===== config.mk =====
export PLATFORM = sky130hd
export DESIGN_NAME = imush_serial_if
export DESIGN_NICKNAME = d
export VERILOG_FILES = /design/src/verilog/imush_pkg.sv /design/src/verilog/imush_serial_if.sv
export VERILOG_INCLUDE_DIRS = /design/src /design/src/verilog
export SDC_FILE = /design/constraint.sdc
export NUM_CORES = 1
export LEC_CHECK = 0
export BUFFER_PORTS_ARGS = -buffer_cell sky130_fd_sc_hd__buf_4
export CORE_ASPECT_RATIO = 0.9
export CORE_MARGIN = 2
export CORE_UTILIZATION = 44
export DETAILED_ROUTE_END_ITERATION = 8
export GPL_ROUTABILITY_DRIVEN = 0
export PLACE_DENSITY = 0.6
export SYNTH_ARGS = -nofsm -noshare
export SYNTH_HDL_FRONTEND = slang
export SYNTH_SLANG_ARGS = --single-unit

===== constraint.sdc =====
create_clock -name clock -period 6.3 [get_ports clock]
set_input_delay 1.26 -clock clock [delete_from_list [all_inputs] [get_ports clock]]
set_output_delay 1.26 -clock clock [all_outputs]
set_load 0.01 [all_outputs]

===== src/verilog/imush_defines.svh =====
/*
 Timing constants and fixed values for the serial host interface block.
 Included by the serial interface module only; definitions only.
*/
`ifndef IMUSH_DEFINES_SVH
`define IMUSH_DEFINES_SVH
// Write idle times in ns (2 us normal, 1000 us suspend)
`define IMUSH_IDLE_NORMAL_NS 2000
`define IMUSH_IDLE_SUSPEND_NS 1000000
`define IMUSH_CLK_NS 8
`define IMUSH_CMD_BITS 8
`define IMUSH_ADDR_BITS 7
`define IMUSH_DATA_BITS 8
`define IMUSH_ADDR_TOP 7'h7F
`endif


===== src/verilog/imush_pkg.sv =====
/*
 Types shared by the serial host interface block.
 Assumes the defines header is compiled alongside.
*/
package imush_pkg;
   // Phase of one serial frame, Gray coded along the accel read path
   typedef enum logic [1:0]
   {
      IMUSH_IDLE = 2'b00,
      IMUSH_CMD = 2'b01,
      IMUSH_DUMMY = 2'b11,
      IMUSH_DATA = 2'b10
   } imush_phase_t;
endpackage


===== src/verilog/imush_serial_if.sv =====
/*
 Serial slave interface of a two-part motion sensor: protocol select, accel
 start-up in two-wire mode, SPI frames with burst read, dummy byte on accel.
 Assumes all pin inputs are asynchronous; they pass two flip-flops here.
 Register storage sits outside: reads fetch rd_data for rd_addr.
*/
// Notes on behaviour
// - Protocol select high means two-wire mode, low means SPI.
// - In two-wire mode each serial output level sets its address LSB.
// - Gyro part takes its protocol directly from the select pin.
// - Accel starts in two-wire mode, SPI after chip select rise, until reset.
// - Accel read sends one filler byte before register data.
// - Gyro read sends data right after the address.
// - Modes 00 and 11 accepted, chosen from clock level after select falls.
// - Single write or gyro read is one 16-bit frame, command then data; accel read adds the filler byte.
// - Frame spans select low; master alone drives clock.
// - Data changes on falling clock, sampled on rising clock.
// - First frame bit is direction, 1 means read.
// - Bits 1 to 7 are address, MSB first.
// - Bits 8 to 15 carry write data or gyro read data.
// - Burst read advances address each byte while select low.
`timescale 1ns/1ps
`include "imush_defines.svh"
module imush_serial_if
   import imush_pkg::*;
#(
   parameter int IDLE_SUSPEND_CYC = (`IMUSH_IDLE_SUSPEND_NS + `IMUSH_CLK_NS - 1) / `IMUSH_CLK_NS
)
(
   // Clock and reset
   input wire logic clock,
   input wire logic nrst,
   // Pins
   input wire logic protocol_select_pin,
   input wire logic accel_select_n,
   input wire logic gyro_select_n,
   input wire logic serial_clock,
   input wire logic serial_in,
   input wire logic accel_sdo_strap,
   input wire logic gyro_sdo_strap,
   output logic accel_serial_out,
   output logic accel_serial_oe,
   output logic gyro_serial_out,
   output logic gyro_serial_oe,
   // Mode status
   output logic accel_spi_mode,
   output logic gyro_spi_mode,
   output logic accel_addr_lsb,
   output logic gyro_addr_lsb,
   output logic spi_cpol,
   // Register side
   input wire logic suspend_mode,
   input wire logic [7:0] rd_data,
   output logic [6:0] rd_addr,
   output logic rd_req,
   output logic rd_accel,
   output logic wr_strobe,
   output logic wr_accel,
   output logic [6:0] wr_addr,
   output logic [7:0] wr_data,
   output logic write_busy
);
   localparam int IDLE_NORMAL_CYC = (`IMUSH_IDLE_NORMAL_NS + `IMUSH_CLK_NS - 1) / `IMUSH_CLK_NS;
   // ************************************************************
   // Synchronisers
   // ************************************************************
   logic [7:0] sync1;
   logic [7:0] sync2;
   logic [7:0] sync3;
   // First stage is read only by the second
   always_ff @(posedge clock or negedge nrst)
   begin
      if (!nrst)
      begin
         sync1 <= 8'hF8; // Marker bit 2 resets low to time the strap capture
         sync2 <= 8'hF8;
         sync3 <= 8'hF8;
      end
      else
      begin
         sync1 <= {protocol_select_pin, accel_select_n, gyro_select_n, serial_clock, serial_in, 1'b1,
            accel_sdo_strap, gyro_sdo_strap};
         sync2 <= sync1;
         sync3 <= sync2;
      end
   end
   wire proto_s = sync2[7];
   wire acs_s = sync2[6];
   wire gcs_s = sync2[5];
   wire sck_s = sync2[4];
   wire din_s = sync2[3];
   wire sck_rise = sck_s && !sync3[4];
   wire sck_fall = !sck_s && sync3[4];
   wire acs_rise = acs_s && !sync3[6];
   wire acs_fall = !acs_s && sync3[6];
   wire gcs_fall = !gcs_s && sync3[5];
   wire cs_fall = acs_fall || gcs_fall;
   // ************************************************************
   // Protocol selection
   // ************************************************************
   wire gyro_spi = !proto_s;
   // Accel SPI sticky until power-up reset; clock level at select fall picks the mode
   always_ff @(posedge clock or negedge nrst)
   begin
      if (!nrst)
      begin
         accel_spi_mode <= 1'b0;
         gyro_spi_mode <= 1'b0;
         spi_cpol <= 1'b0;
      end
      else
      begin
         accel_spi_mode <= accel_spi_mode || acs_rise;
         gyro_spi_mode <= gyro_spi;
         if (cs_fall)
            spi_cpol <= sck_s;
      end
   end
   logic strap_done;
   // Straps caught after reset release, not in the reset branch
   always_ff @(posedge clock or negedge nrst)
   begin
      if (!nrst)
      begin
         strap_done <= 1'b0;
         accel_addr_lsb <= 1'b0;
         gyro_addr_lsb <= 1'b0;
      end
      else if (!strap_done && sync3[2])
      begin
         strap_done <= 1'b1;
         accel_addr_lsb <= sync2[1];
         gyro_addr_lsb <= sync2[0];
      end
   end
   // ************************************************************
   // Frame engine
   // ************************************************************
   imush_phase_t phase;
   logic is_accel;
   logic is_read;
   logic [2:0] bitcnt;
   logic [7:0] shreg;
   logic [7:0] txreg;
   logic [6:0] addr;
   wire sel_low = is_accel ? !acs_s : !gcs_s;
   // Accel frames only decode once in SPI; gyro only when pin says SPI
   wire frame_ok = is_accel ? accel_spi_mode : gyro_spi;
   wire byte_end = sck_rise && (bitcnt == 3'h7);
   wire [7:0] shnext = {shreg[6:0], din_s};
   wire [6:0] addr_inc = addr + 7'h01;
   wire out_phase = (phase == IMUSH_DUMMY) || (phase == IMUSH_DATA); // Stale read state never drives at frame start
   // Main sequencer
   always_ff @(posedge clock or negedge nrst)
   begin
      if (!nrst)
      begin
         phase <= IMUSH_IDLE;
         is_accel <= 1'b0;
         is_read <= 1'b0;
         bitcnt <= 3'h0;
         shreg <= 8'h00;
         addr <= 7'h00;
         rd_req <= 1'b0;
         wr_strobe <= 1'b0;
         wr_addr <= 7'h00;
         wr_data <= 8'h00;
      end
      else
      begin
         rd_req <= 1'b0;
         wr_strobe <= 1'b0;
         if (phase == IMUSH_IDLE)
         begin
            bitcnt <= 3'h0;
            if (acs_fall || gcs_fall)
            begin
               phase <= IMUSH_CMD;
               is_accel <= acs_fall;
            end
         end
         else if (!sel_low)
            phase <= IMUSH_IDLE;
         else if (sck_rise)
         begin
            shreg <= shnext;
            bitcnt <= bitcnt + 3'h1;
            if (byte_end && frame_ok)
            begin
               case (phase)
                  IMUSH_CMD:
                  begin
                     is_read <= shnext[7];
                     addr <= shnext[6:0];
                     if (shnext[7])
                     begin
                        rd_req <= 1'b1;
                        phase <= is_accel ? IMUSH_DUMMY : IMUSH_DATA;
                     end
                     else
                        phase <= IMUSH_DATA;
                  end
                  IMUSH_DUMMY:
                     phase <= IMUSH_DATA;
                  IMUSH_DATA:
                  begin
                     if (is_read)
                     begin
                        addr <= addr_inc;
                        rd_req <= 1'b1;
                     end
                     else
                     begin
                        wr_strobe <= 1'b1;
                        wr_addr <= addr;
                        wr_data <= shnext;
                     end
                  end
                  default:
                     phase <= IMUSH_IDLE;
               endcase
            end
         end
      end
   end
   // Read address for next data byte; burst reads fetch after increment
   always_ff @(posedge clock or negedge nrst)
   begin
      if (!nrst)
      begin
         rd_addr <= 7'h00;
         rd_accel <= 1'b0;
         wr_accel <= 1'b0;
      end
      else
      begin
         rd_addr <= (phase == IMUSH_DATA && is_read) ? addr : shreg[6:0];
         rd_accel <= is_accel;
         wr_accel <= is_accel;
      end
   end
   // ************************************************************
   // Output shifter
   // ************************************************************
   // Load on byte boundary at first falling edge; filler byte sends zeros
   logic load_pend;
   always_ff @(posedge clock or negedge nrst)
   begin
      if (!nrst)
      begin
         txreg <= 8'h00;
         load_pend <= 1'b0;
      end
      else if (byte_end)
         load_pend <= 1'b1;
      else if (sck_fall)
      begin
         load_pend <= 1'b0;
         if (load_pend)
            txreg <= (phase == IMUSH_DATA && is_read) ? rd_data : 8'h00;
         else
            txreg <= {txreg[6:0], 1'b0};
      end
   end
   wire drive_a = accel_spi_mode && !acs_s && is_accel && is_read && out_phase;
   wire drive_g = gyro_spi && !gcs_s && !is_accel && is_read && out_phase;
   always_ff @(posedge clock or negedge nrst)
   begin
      if (!nrst)
      begin
         accel_serial_out <= 1'b0;
         accel_serial_oe <= 1'b0;
         gyro_serial_out <= 1'b0;
         gyro_serial_oe <= 1'b0;
      end
      else
      begin
         accel_serial_out <= txreg[7];
         gyro_serial_out <= txreg[7];
         accel_serial_oe <= drive_a;
         gyro_serial_oe <= drive_g;
      end
   end
   // ************************************************************
   // Write idle timer
   // ************************************************************
   logic [19:0] idle_cnt;
   // Holds write_busy high for the idle time after each write
   always_ff @(posedge clock or negedge nrst)
   begin
      if (!nrst)
         idle_cnt <= 20'h00000;
      else if (wr_strobe)
         idle_cnt <= suspend_mode ? 20'(IDLE_SUSPEND_CYC) : 20'(IDLE_NORMAL_CYC);
      else if (idle_cnt != 20'h00000)
         idle_cnt <= idle_cnt - 20'h00001;
   end
   always_ff @(posedge clock or negedge nrst)
   begin
      if (!nrst)
         write_busy <= 1'b0;
      else
         write_busy <= (idle_cnt > 20'h00001) || wr_strobe;
   end
   // ************************************************************
   // Checks
   // ************************************************************
   AST_OE_RELEASE: assert property (@(posedge clock) disable iff (!nrst)
      acs_s |=> !accel_serial_oe) else $error("accel output driven while deselected");
   AST_GYRO_RELEASE: assert property (@(posedge clock) disable iff (!nrst)
      gcs_s |=> !gyro_serial_oe) else $error("gyro output driven while deselected");
   AST_ACCEL_STICKY: assert property (@(posedge clock) disable iff (!nrst)
      accel_spi_mode |=> accel_spi_mode) else $error("accel left SPI mode");
   AST_ACCEL_ENTRY: assert property (@(posedge clock) disable iff (!nrst)
      acs_rise |=> accel_spi_mode) else $error("accel missed SPI entry");
   AST_GYRO_PROTO: assert property (@(posedge clock) disable iff (!nrst)
      proto_s |=> !gyro_spi_mode) else $error("gyro mode not following select pin");
   AST_ACCEL_DUMMY: assert property (@(posedge clock) disable iff (!nrst)
      (phase == IMUSH_CMD && byte_end && sel_low && frame_ok && is_accel && shnext[7]) |=> phase == IMUSH_DUMMY)
      else $error("accel read skipped filler byte");
   AST_GYRO_NODUMMY: assert property (@(posedge clock) disable iff (!nrst)
      (phase == IMUSH_CMD && byte_end && sel_low && frame_ok && !is_accel) |=> phase == IMUSH_DATA)
      else $error("gyro entered filler phase");
   AST_BURST_INC: assert property (@(posedge clock) disable iff (!nrst)
      (phase == IMUSH_DATA && is_read && byte_end && sel_low && frame_ok) |=> addr == $past(addr) + 7'h01)
      else $error("burst address not advanced");
   AST_CPOL: assert property (@(posedge clock) disable iff (!nrst)
      cs_fall |=> spi_cpol == $past(sck_s)) else $error("mode not taken from clock level");
   AST_WRITE_IDLE: assert property (@(posedge clock) disable iff (!nrst)
      (wr_strobe && !suspend_mode) |=> write_busy [*8]) else $error("write idle too short");
endmodule // imush_serial_if

# After elaboration in Yosys (flattened, before gate mapping)

Index checks and enable logic that the tools add are counted.

Register bits: 108
Memories: 0
Logic and storage cells: 124
ROM bits: 0
Latch bits: 0
RAM bits: 0
Output and inout port bits: 36

Shifts and indexed selects: 0
Equality and inequality tests: 9
Div/mod/pow operators: 0
$add $sub $neg: 3
Reduce and logical (&&, ||, !) cells: 44
Bitwise gates (word level): 3
Multiply operators: 0
Mux-type cells: 36
Magnitude comparators: 1

Operators by type and width:

| cell                                                | count |
|---|---|
| two-way mux 20 bit                                  | 2 |
| > comparator 20 x 1 -> 1 bit, second input constant | 1 |
| nonzero test 20 bit                                 | 1 |
| subtractor 20 x 1 -> 20 bit, second input constant  | 1 |
| two-way mux 1 bit                                   | 18 |
| logical AND 1 bit                                   | 17 |
| two-way mux 17 bit                                  | 1 |
| two-way mux 8 bit                                   | 2 |
| two-way mux 7 bit                                   | 2 |
| one-hot mux 7 bit (2 select lines)                  | 1 |
| AND reduction 6 bit                                 | 2 |
| two-way mux 2 bit                                   | 5 |
| nonzero test 2 bit                                  | 5 |
| two-way mux 3 bit                                   | 3 |
| logical NOT 1 bit                                   | 8 |
| adder 7 x 1 -> 7 bit, second input constant         | 1 |
| one-hot mux 2 bit (3 select lines)                  | 1 |
| AND reduction 2 bit                                 | 3 |
| AND reduction 5 bit                                 | 1 |
| == test 2 bit, second input constant                | 2 |
| logical OR 1 bit                                    | 4 |
| != test 2 bit, second input constant                | 2 |
| AND reduction 4 bit                                 | 1 |
| adder 3 x 1 -> 3 bit, second input constant         | 1 |
| 9 further kinds                                     | 11 |

# Depth between registers and ports, before layout

Gate-level depths: netlist of the first run.

Depth after elaboration: 8
Gate-level depth with buffers: 8
Gate-level depth less buffers: 6

# Worst setup path after synthesis of the first run

OpenSTA, ideal clock, no wires.

Path kind: reg2reg
Start point: reg bitcnt[0]
End point: reg wr_addr[0]
Buffers on the path: 2
Path slack: 4.293 ns
Stages on the path, launching flop included: 9
Arrival time: 1.882 ns
Period minus slack after synthesis: 2.007 ns
Cell sequence: dfrtp_1 -> ha_1 -> ha_1 -> and3b_1 -> o2111ai_4 -> or3_1 -> buf_6 -> buf_6 -> mux2_4

Cells in the longest elaborated chain, start to end: 4

RTL lines:

| item                          | line                   | text |
|---|---|---|
| start: declaration            | imush_serial_if.sv:142 | `logic [2:0] bitcnt;` |
| start signal: assignment      | imush_serial_if.sv:187 | `bitcnt <= bitcnt + 3'h1;` |
| == test 3 bit                 | imush_serial_if.sv:149 | `wire byte_end = sck_rise && (bitcnt == 3'h7);` |
| logical AND 1 bit             | imush_serial_if.sv:149 |  |
| logical AND 1 bit             | imush_serial_if.sv:188 | `if (byte_end && frame_ok)` |
| AND reduction 6 bit (no line) | -                      |  |
| end signal: assignment        | imush_serial_if.sv:215 | `wr_addr <= addr;` |
| end: declaration              | imush_serial_if.sv:59  | `output logic [6:0] wr_addr,` |

Every way passes these cells.
A chain may end at the register's enable or synchronous reset.

# Final worst setup path of the first run

Start point: reg phase[0]
End point: reg addr[4]

Cells in the longest elaborated chain, start to end: 3
Elaborated cells between the ends (all ways): 8

RTL lines:

| item                                            | line                   | text |
|---|---|---|
| start: declaration                              | imush_serial_if.sv:139 | `imush_phase_t phase;` |
| start signal: assignment                        | imush_serial_if.sv:198 | `phase <= is_accel ? IMUSH_DUMMY : IMUSH_DATA;` |
| == test 2 bit (tied with other cells)           | imush_serial_if.sv:190 | `case (phase)` |
| != test 2 bit (no line) (tied with other cells) | -                      |  |
| AND reduction 6 bit (no line)                   | -                      |  |
| end signal: assignment                          | imush_serial_if.sv:194 | `addr <= shnext[6:0];` |
| end signal: assignment                          | imush_serial_if.sv:209 | `addr <= addr_inc;` |
| end: declaration                                | imush_serial_if.sv:145 | `logic [6:0] addr;` |

Several ways; a longest one is shown, not always the timed one.

==> results_dict.tcl, run 1 <==
set metrics [dict create \
    grt_pass1_wl_mm 14.9 \
    ir_drop_mv 0.224 \
    violations "DRC" \
    seqPwrFrac_pct 51.5 \
    die_area_sq_um 11500 \
    start_util_pct 45.4 \
    clk_path_buf_depth 2 \
    tritoncts "yes" \
    clk_pin_slew_ns 0.07 \
    post-route-period-util_pct 42.1 \
    async_reset_ff_share_pct 100 \
    antenna_found_initial 0 \
    antenna_cells 0 \
    hp-class "flip-flop to flip-flop" \
    clock_latency_ns 0.34 \
    final_common_cell "dfrtp_1" \
    viasPerCell 5.44 \
    finalCriticalPeriod_ns 2.65 \
    cap_violations 0 \
    worstSetupStartpoint "phase[0]" \
    synth.yosys.warnings 0 \
    wl_mm 8.94 \
    crit_type "flip-flop to flip-flop" \
    synth_top_area_share_pct 49.0 \
    die_h_microns 102 \
    dp_hpwl_mm 6.17 \
    setup-tns-final_ns 0 \
    drtIter0Drc 223 \
    p_sw_share_pct 27.8 \
    num-nets-final 482 \
    avgSynthCellArea_sq_um 11.5 \
    fin_util_pct 52.6 \
    postRouteAntennaNets 0 \
    drc 3 \
    setup_violations 0 \
    drive_gt1_share_pct 27.2 \
    switchingPower_uw 427 \
    cp.arrival_ns 2.88 \
    final_max_slew_viol_count 0 \
    p_leak_nw 2.55 \
    routedWlPerCell_microns 15.2 \
    htree_num_levels 3 \
    dp.cells 572 \
    grt_use_total_pct 16.4 \
    rsz0062_at_grt "no" \
    hold_buffers 0 \
    fmax_mhz 377 \
    grt_pass1_vias 3062 \
    cts_made_buffers 9 \
    grt_max_degree 66 \
    dr_total_vias 3201 \
    fin_cells 588 \
    coreArea_sq_um 10300 \
    ios 54 \
    cts_sinks 105 \
    skew_ns 0.00465 \
    pwr-share-comb_pct 14.4 \
    multi_input_area_sq_um 1890 \
    ys_ff_latch 105 \
    critPathLaunchType "flip-flop" \
    tightest_slew_ns 0.873 \
    cts_root_buf "clkbuf_16" \
    first_pass_iters 6 \
    area_growth_pct 15.8 \
    clkPwrFrac_pct 34.1 \
    cp.required_ns 6.53 \
    final_cell_mix "dfrtp_1, buf_4, nand2_1, nor2_1, mux2_2" \
    path_max_fanout 17 \
    rows 35 \
    status "complete, but fails checks" \
    port_buffers 53 \
    synth_area_sq_um 4700 \
    ys_top_cells_by_area "dfrtp_1, dfstp_2, mux2_2, nand2_1, mux2_4" \
    finalPower_mw 1.54 \
    cellPowerDensity_nw_per_um2 283 \
    ys_types 58 \
    hold_path.startpoint "sync1[2]" \
    synth_top_area_cell "dfrtp_1" \
    timing.slew.headroom_pct 41.8 \
    p_int_mw 1.11 \
    synthCells 409 \
    cts_resized 0 \
    regArea_sq_um 2640 \
    die_width_microns 113 \
    post_cts_buffers 0 \
    end_kind "flip-flop" \
    synth_fp_nets 437 \
    synth_sequential_area_ratio_pct 56.3 \
    synth_edf_count 0 \
    ys.flop_type "dfrtp_1" \
    grt_overflow 0 \
    final_hold_viol_count 0 \
    n_fill_cell 912 \
    r2r_start "phase[0]" \
]
[worst paths after layout]
path	to	slack, ns	cells past startpoint
min in group asynchronous	idle_cnt[2]	1.01	1
min	sync2[2]	0.35	0
max in group asynchronous	sync1[7]	4.28	2
min reg2reg	sync2[2]	0.35	0
max	addr[4]	3.65	6
max reg2reg	addr[4]	3.65	6
[through the flow]
stage / hold WS (ns) / setup WS [ns] / instance area (sq um)
finish: 0.350 / 3.65 / 5440
CTS: 0.353 / 3.66 / 5440
detailed placement: 0.337 / 3.67 / 5160
floorplan: 0.331 / 4.29 / 4700
global placement: 0.332 / 3.76 / 5160
global route: 0.357 / 3.41 / 5440
[Yosys cell counts, drive strengths merged (4+ instances only)]
| cell | n |
|---|---|
| nand4 | 6 |
| o21ai | 19 |
| nor2 | 22 |
| nor3 | 6 |
| a211oi | 5 |
| nor4 | 13 |
| nor2b | 14 |
| and3 | 5 |
| or3 | 4 |
| a21oi | 15 |
| ha | 10 |
| clkbuf | 14 |
| nand2 | 44 |
| buf | 7 |
| mux2 | 30 |
| nand3 | 6 |
| dfrtp | 92 |
| inv | 12 |
| and2 | 4 |
| dfstp | 13 |
| o31ai | 9 |
| a31oi | 10 |
| or4 | 4 |
[cell families (layout without fill, tap and decap cells)]
logic type,Yosys count,after routing,synth area share [%]
compound gates,85,85,12.4
xor+xnor,1,1,0.187
fa+ha+maj,10,10,2.66
buf+inv,34,84,3.41
flops,105,105,56.3
mux,32,32,8.60
other cells,1,1,0.0798
simple gates,141,141,16.4
[metal layers]
layer | vias to the layer above | track usage [%] | wire length, microns
li1 | 1566 | - | -
met4 | 0 | 6.29 | 142
met2 | 62 | 26.7 | 4290
met5 | - | 0 | 0
met1 | 1561 | 21.4 | 4150
met3 | 12 | 4.03 | 363
[cell type report]
cell class / instances / area share [%]
clock buffer: 9 / 4.14
sequential: 105 / 48.6
clock inverter: 7 / 0.989
timing repair buffer: 55 / 7.59
multi-input combinational: 270 / 34.8
inverter: 13 / 0.897
tap: 129 / 2.97
[critical path: stages, from the launching register on]
cell     delay [ns]
dfrtp_1        0.41
inv_1          0.10
ha_1           0.46
and2_1         0.63
a21oi_1        0.33
or4_1          0.47
o221a_2        0.14
[power by group through the flow]
stage	clock network, mW	logic (mW)	registers (mW)
4_1_cts	0.545	0.223	0.792
2_1_floorplan	0	0.140	0.794
6_report	0.525	0.221	0.792
3_5_place_dp	0	0.222	0.805
5_1_grt	0.568	0.244	0.802
3_3_place_gp	0	0.219	0.803
[state kept, by name, summed over array words and instances, names as in the netlist, 3 cells and up]
register  count
addr          7
bitcnt        3
idle_cnt     20
rd_addr       7
shreg         7
sync1         8
sync2         8
sync3         4
txreg         8
wr_addr       7
wr_data       8
(Power assumes the default switching activity.)
==> run 2, diff against run 1 <==
--- a/config.mk
+++ b/config.mk
@@ -12,7 +12,7 @@
 export CORE_UTILIZATION = 44
 export DETAILED_ROUTE_END_ITERATION = 8
 export GPL_ROUTABILITY_DRIVEN = 0
-export PLACE_DENSITY = 0.6
+export PLACE_DENSITY = 0.62
 export SYNTH_ARGS = -nofsm -noshare
 export SYNTH_HDL_FRONTEND = slang
 export SYNTH_SLANG_ARGS = --single-unit
==> constraint.sdc (replaced) <==
create_clock -name clock -period 2.35 [get_ports clock]
set_input_delay 0.47 -clock clock [delete_from_list [all_inputs] [get_ports clock]]
set_output_delay 0.47 -clock clock [all_outputs]
set_load 0.01 [all_outputs]
==> results_dict.tcl, run 2 (synthesis results as in run 1) <==
set metrics [dict create \
    grt_max_degree 106 \
    dp.cells 580 \
    path_max_fanout 7 \
    final_max_slew_viol_count 0 \
    drc 3 \
    first_pass_iters 6 \
    status "complete, but fails checks" \
    dr_total_vias 3259 \
    rows 35 \
    worst_hold_slack_ns 0.155 \
    area_growth_pct 17.7 \
    multi_input_area_sq_um 1890 \
    hp-class "input pin to async pin" \
    hold_buffers 0 \
    viasPerCell 5.47 \
    cellPowerDensity_nw_per_um2 754 \
    drive_gt1_share_pct 28.5 \
    grt_overflow 0 \
    dp_hpwl_mm 6.15 \
    violations "DRC" \
    end_kind "flip-flop" \
    setup_violations 0 \
    n_fill_cell 905 \
    port_buffers 53 \
    clock_latency_ns 0.34 \
    worst_path_max_delay_cell "or4b_1" \
    critPathLaunchType "flip-flop" \
    num-nets-final 490 \
    cts_sinks 105 \
    regMostFlops "idle_cnt" \
    ir_drop_mv 0.495 \
    cp.required_ns 2.61 \
    final_common_cell "dfrtp_1" \
    rsz0062_at_grt "no" \
    antenna_cells 0 \
    final_cell_area_sq_um 5530 \
    start_util_pct 45.4 \
    antenna_found_initial 0 \
    fmax_mhz 459 \
    final_cell_mix "dfrtp_1, buf_4, nand2_1, nor2_1, mux2_2" \
    clk_pin_slew_ns 0.07 \
    cts_resized 0 \
    grt_pass1_vias 3023 \
    ff2ff_setup_slack_ns 0.17 \
    regArea_sq_um 2640 \
    skew_ns 0.00589 \
    post_cts_buffers 0 \
    die_h_microns 102 \
    grt_pass1_wl_mm 15.3 \
    die_area_sq_um 11500 \
    finalCriticalPeriod_ns 2.18 \
    timing.slew.headroom_pct 61.9 \
    die_width_microns 113 \
    tightest_slew_ns 0.566 \
    dpl_worst_slack_ns 0.185 \
    htree_num_levels 3 \
    final_hold_viol_count 0 \
    coreArea_sq_um 10300 \
    fin_cells 596 \
    reg2reg_to "idle_cnt[18]" \
    cts_root_buf "clkbuf_16" \
    tritoncts "yes" \
    r2r_start "idle_cnt[0]" \
    cp.arrival_ns 2.44 \
    clk_path_buf_depth 2 \
    cts_made_buffers 9 \
    placed_area_sq_um 5250 \
    max_stage_delay_ns 0.56 \
    ff2ff_path_depth 6 \
    crit_type "flip-flop to flip-flop" \
    p_leak_nw 2.61 \
    routedWlPerCell_microns 15.4 \
    cap_violations 0 \
    post-route-period-util_pct 92.7 \
    worstPathCellList "inv_1 > ha_1 > nor3b_2 > nand4_1 > or4b_1 > a21oi_1" \
    setup-tns-final_ns 0 \
    wl_mm 9.17 \
    postRouteAntennaNets 0 \
    setup_slack_ns 0.172 \
    largest_reg_flops 20 \
    drtIter0Drc 306 \
    grt_use_total_pct 16.9 \
    ios 54 \
]
-- run 2: critical path, delay by kind of cell (launching register included) --
family	cells	cell delay, ns
buffers and inverters	1	0.13
adders and majority gates	1	0.21
DFF	1	0.45
and+or+nand+nor	3	1.16
AOI/OAI and AO/OA	1	0.15
-- run 2: worst max path at each step --
stage           startpoint      endpoint  slack (ns)
2_1_floorplan    bitcnt[0]    wr_addr[0]        0.34
3_3_place_gp   idle_cnt[0]  idle_cnt[18]        0.25
3_5_place_dp   idle_cnt[0]  idle_cnt[18]        0.19
4_1_cts        idle_cnt[0]  idle_cnt[18]        0.17
5_1_grt        idle_cnt[0]  idle_cnt[18]        0.03
6_report       idle_cnt[0]  idle_cnt[18]        0.17
-- run 2: layer usage --
layer	part of all wire, %	global-route usage (%)	vias to the layer above
met5	0	0	-
met4	0.92	6.00	0
met3	4.1	4.21	6
met2	49	26.7	63
met1	46	23.1	1613
li1	-	-	1577
-- run 2: metrics by stage --
| step | total power [mW] | utilization [%] |
|---|---|---|
| 6_report | 4.17 | 53.5 |
| 2_1_floorplan | 2.50 | - |
| 4_1_cts | 4.22 | 53.5 |
| 3_5_place_dp | 2.78 | 50.8 |
| 3_3_place_gp | 2.77 | 50.8 |
| 5_1_grt | 4.38 | 53.5 |
-- run 2: area by class of cell --
class / instances / share of cell area, %
flip-flops and latches: 105 / 47.8
multi-input cells: 270 / 34.3
repair buffers: 63 / 9.01
clock buffers: 12 / 4.64
well taps: 129 / 2.92
inverters: 13 / 0.883
clock inverters: 4 / 0.453
-- run 2: power by group --
part	internal, mW	switching (mW)	total, mW
logic	0.297	0.325	0.622
clock network	0.778	0.637	1.41
registers	1.97	0.155	2.13
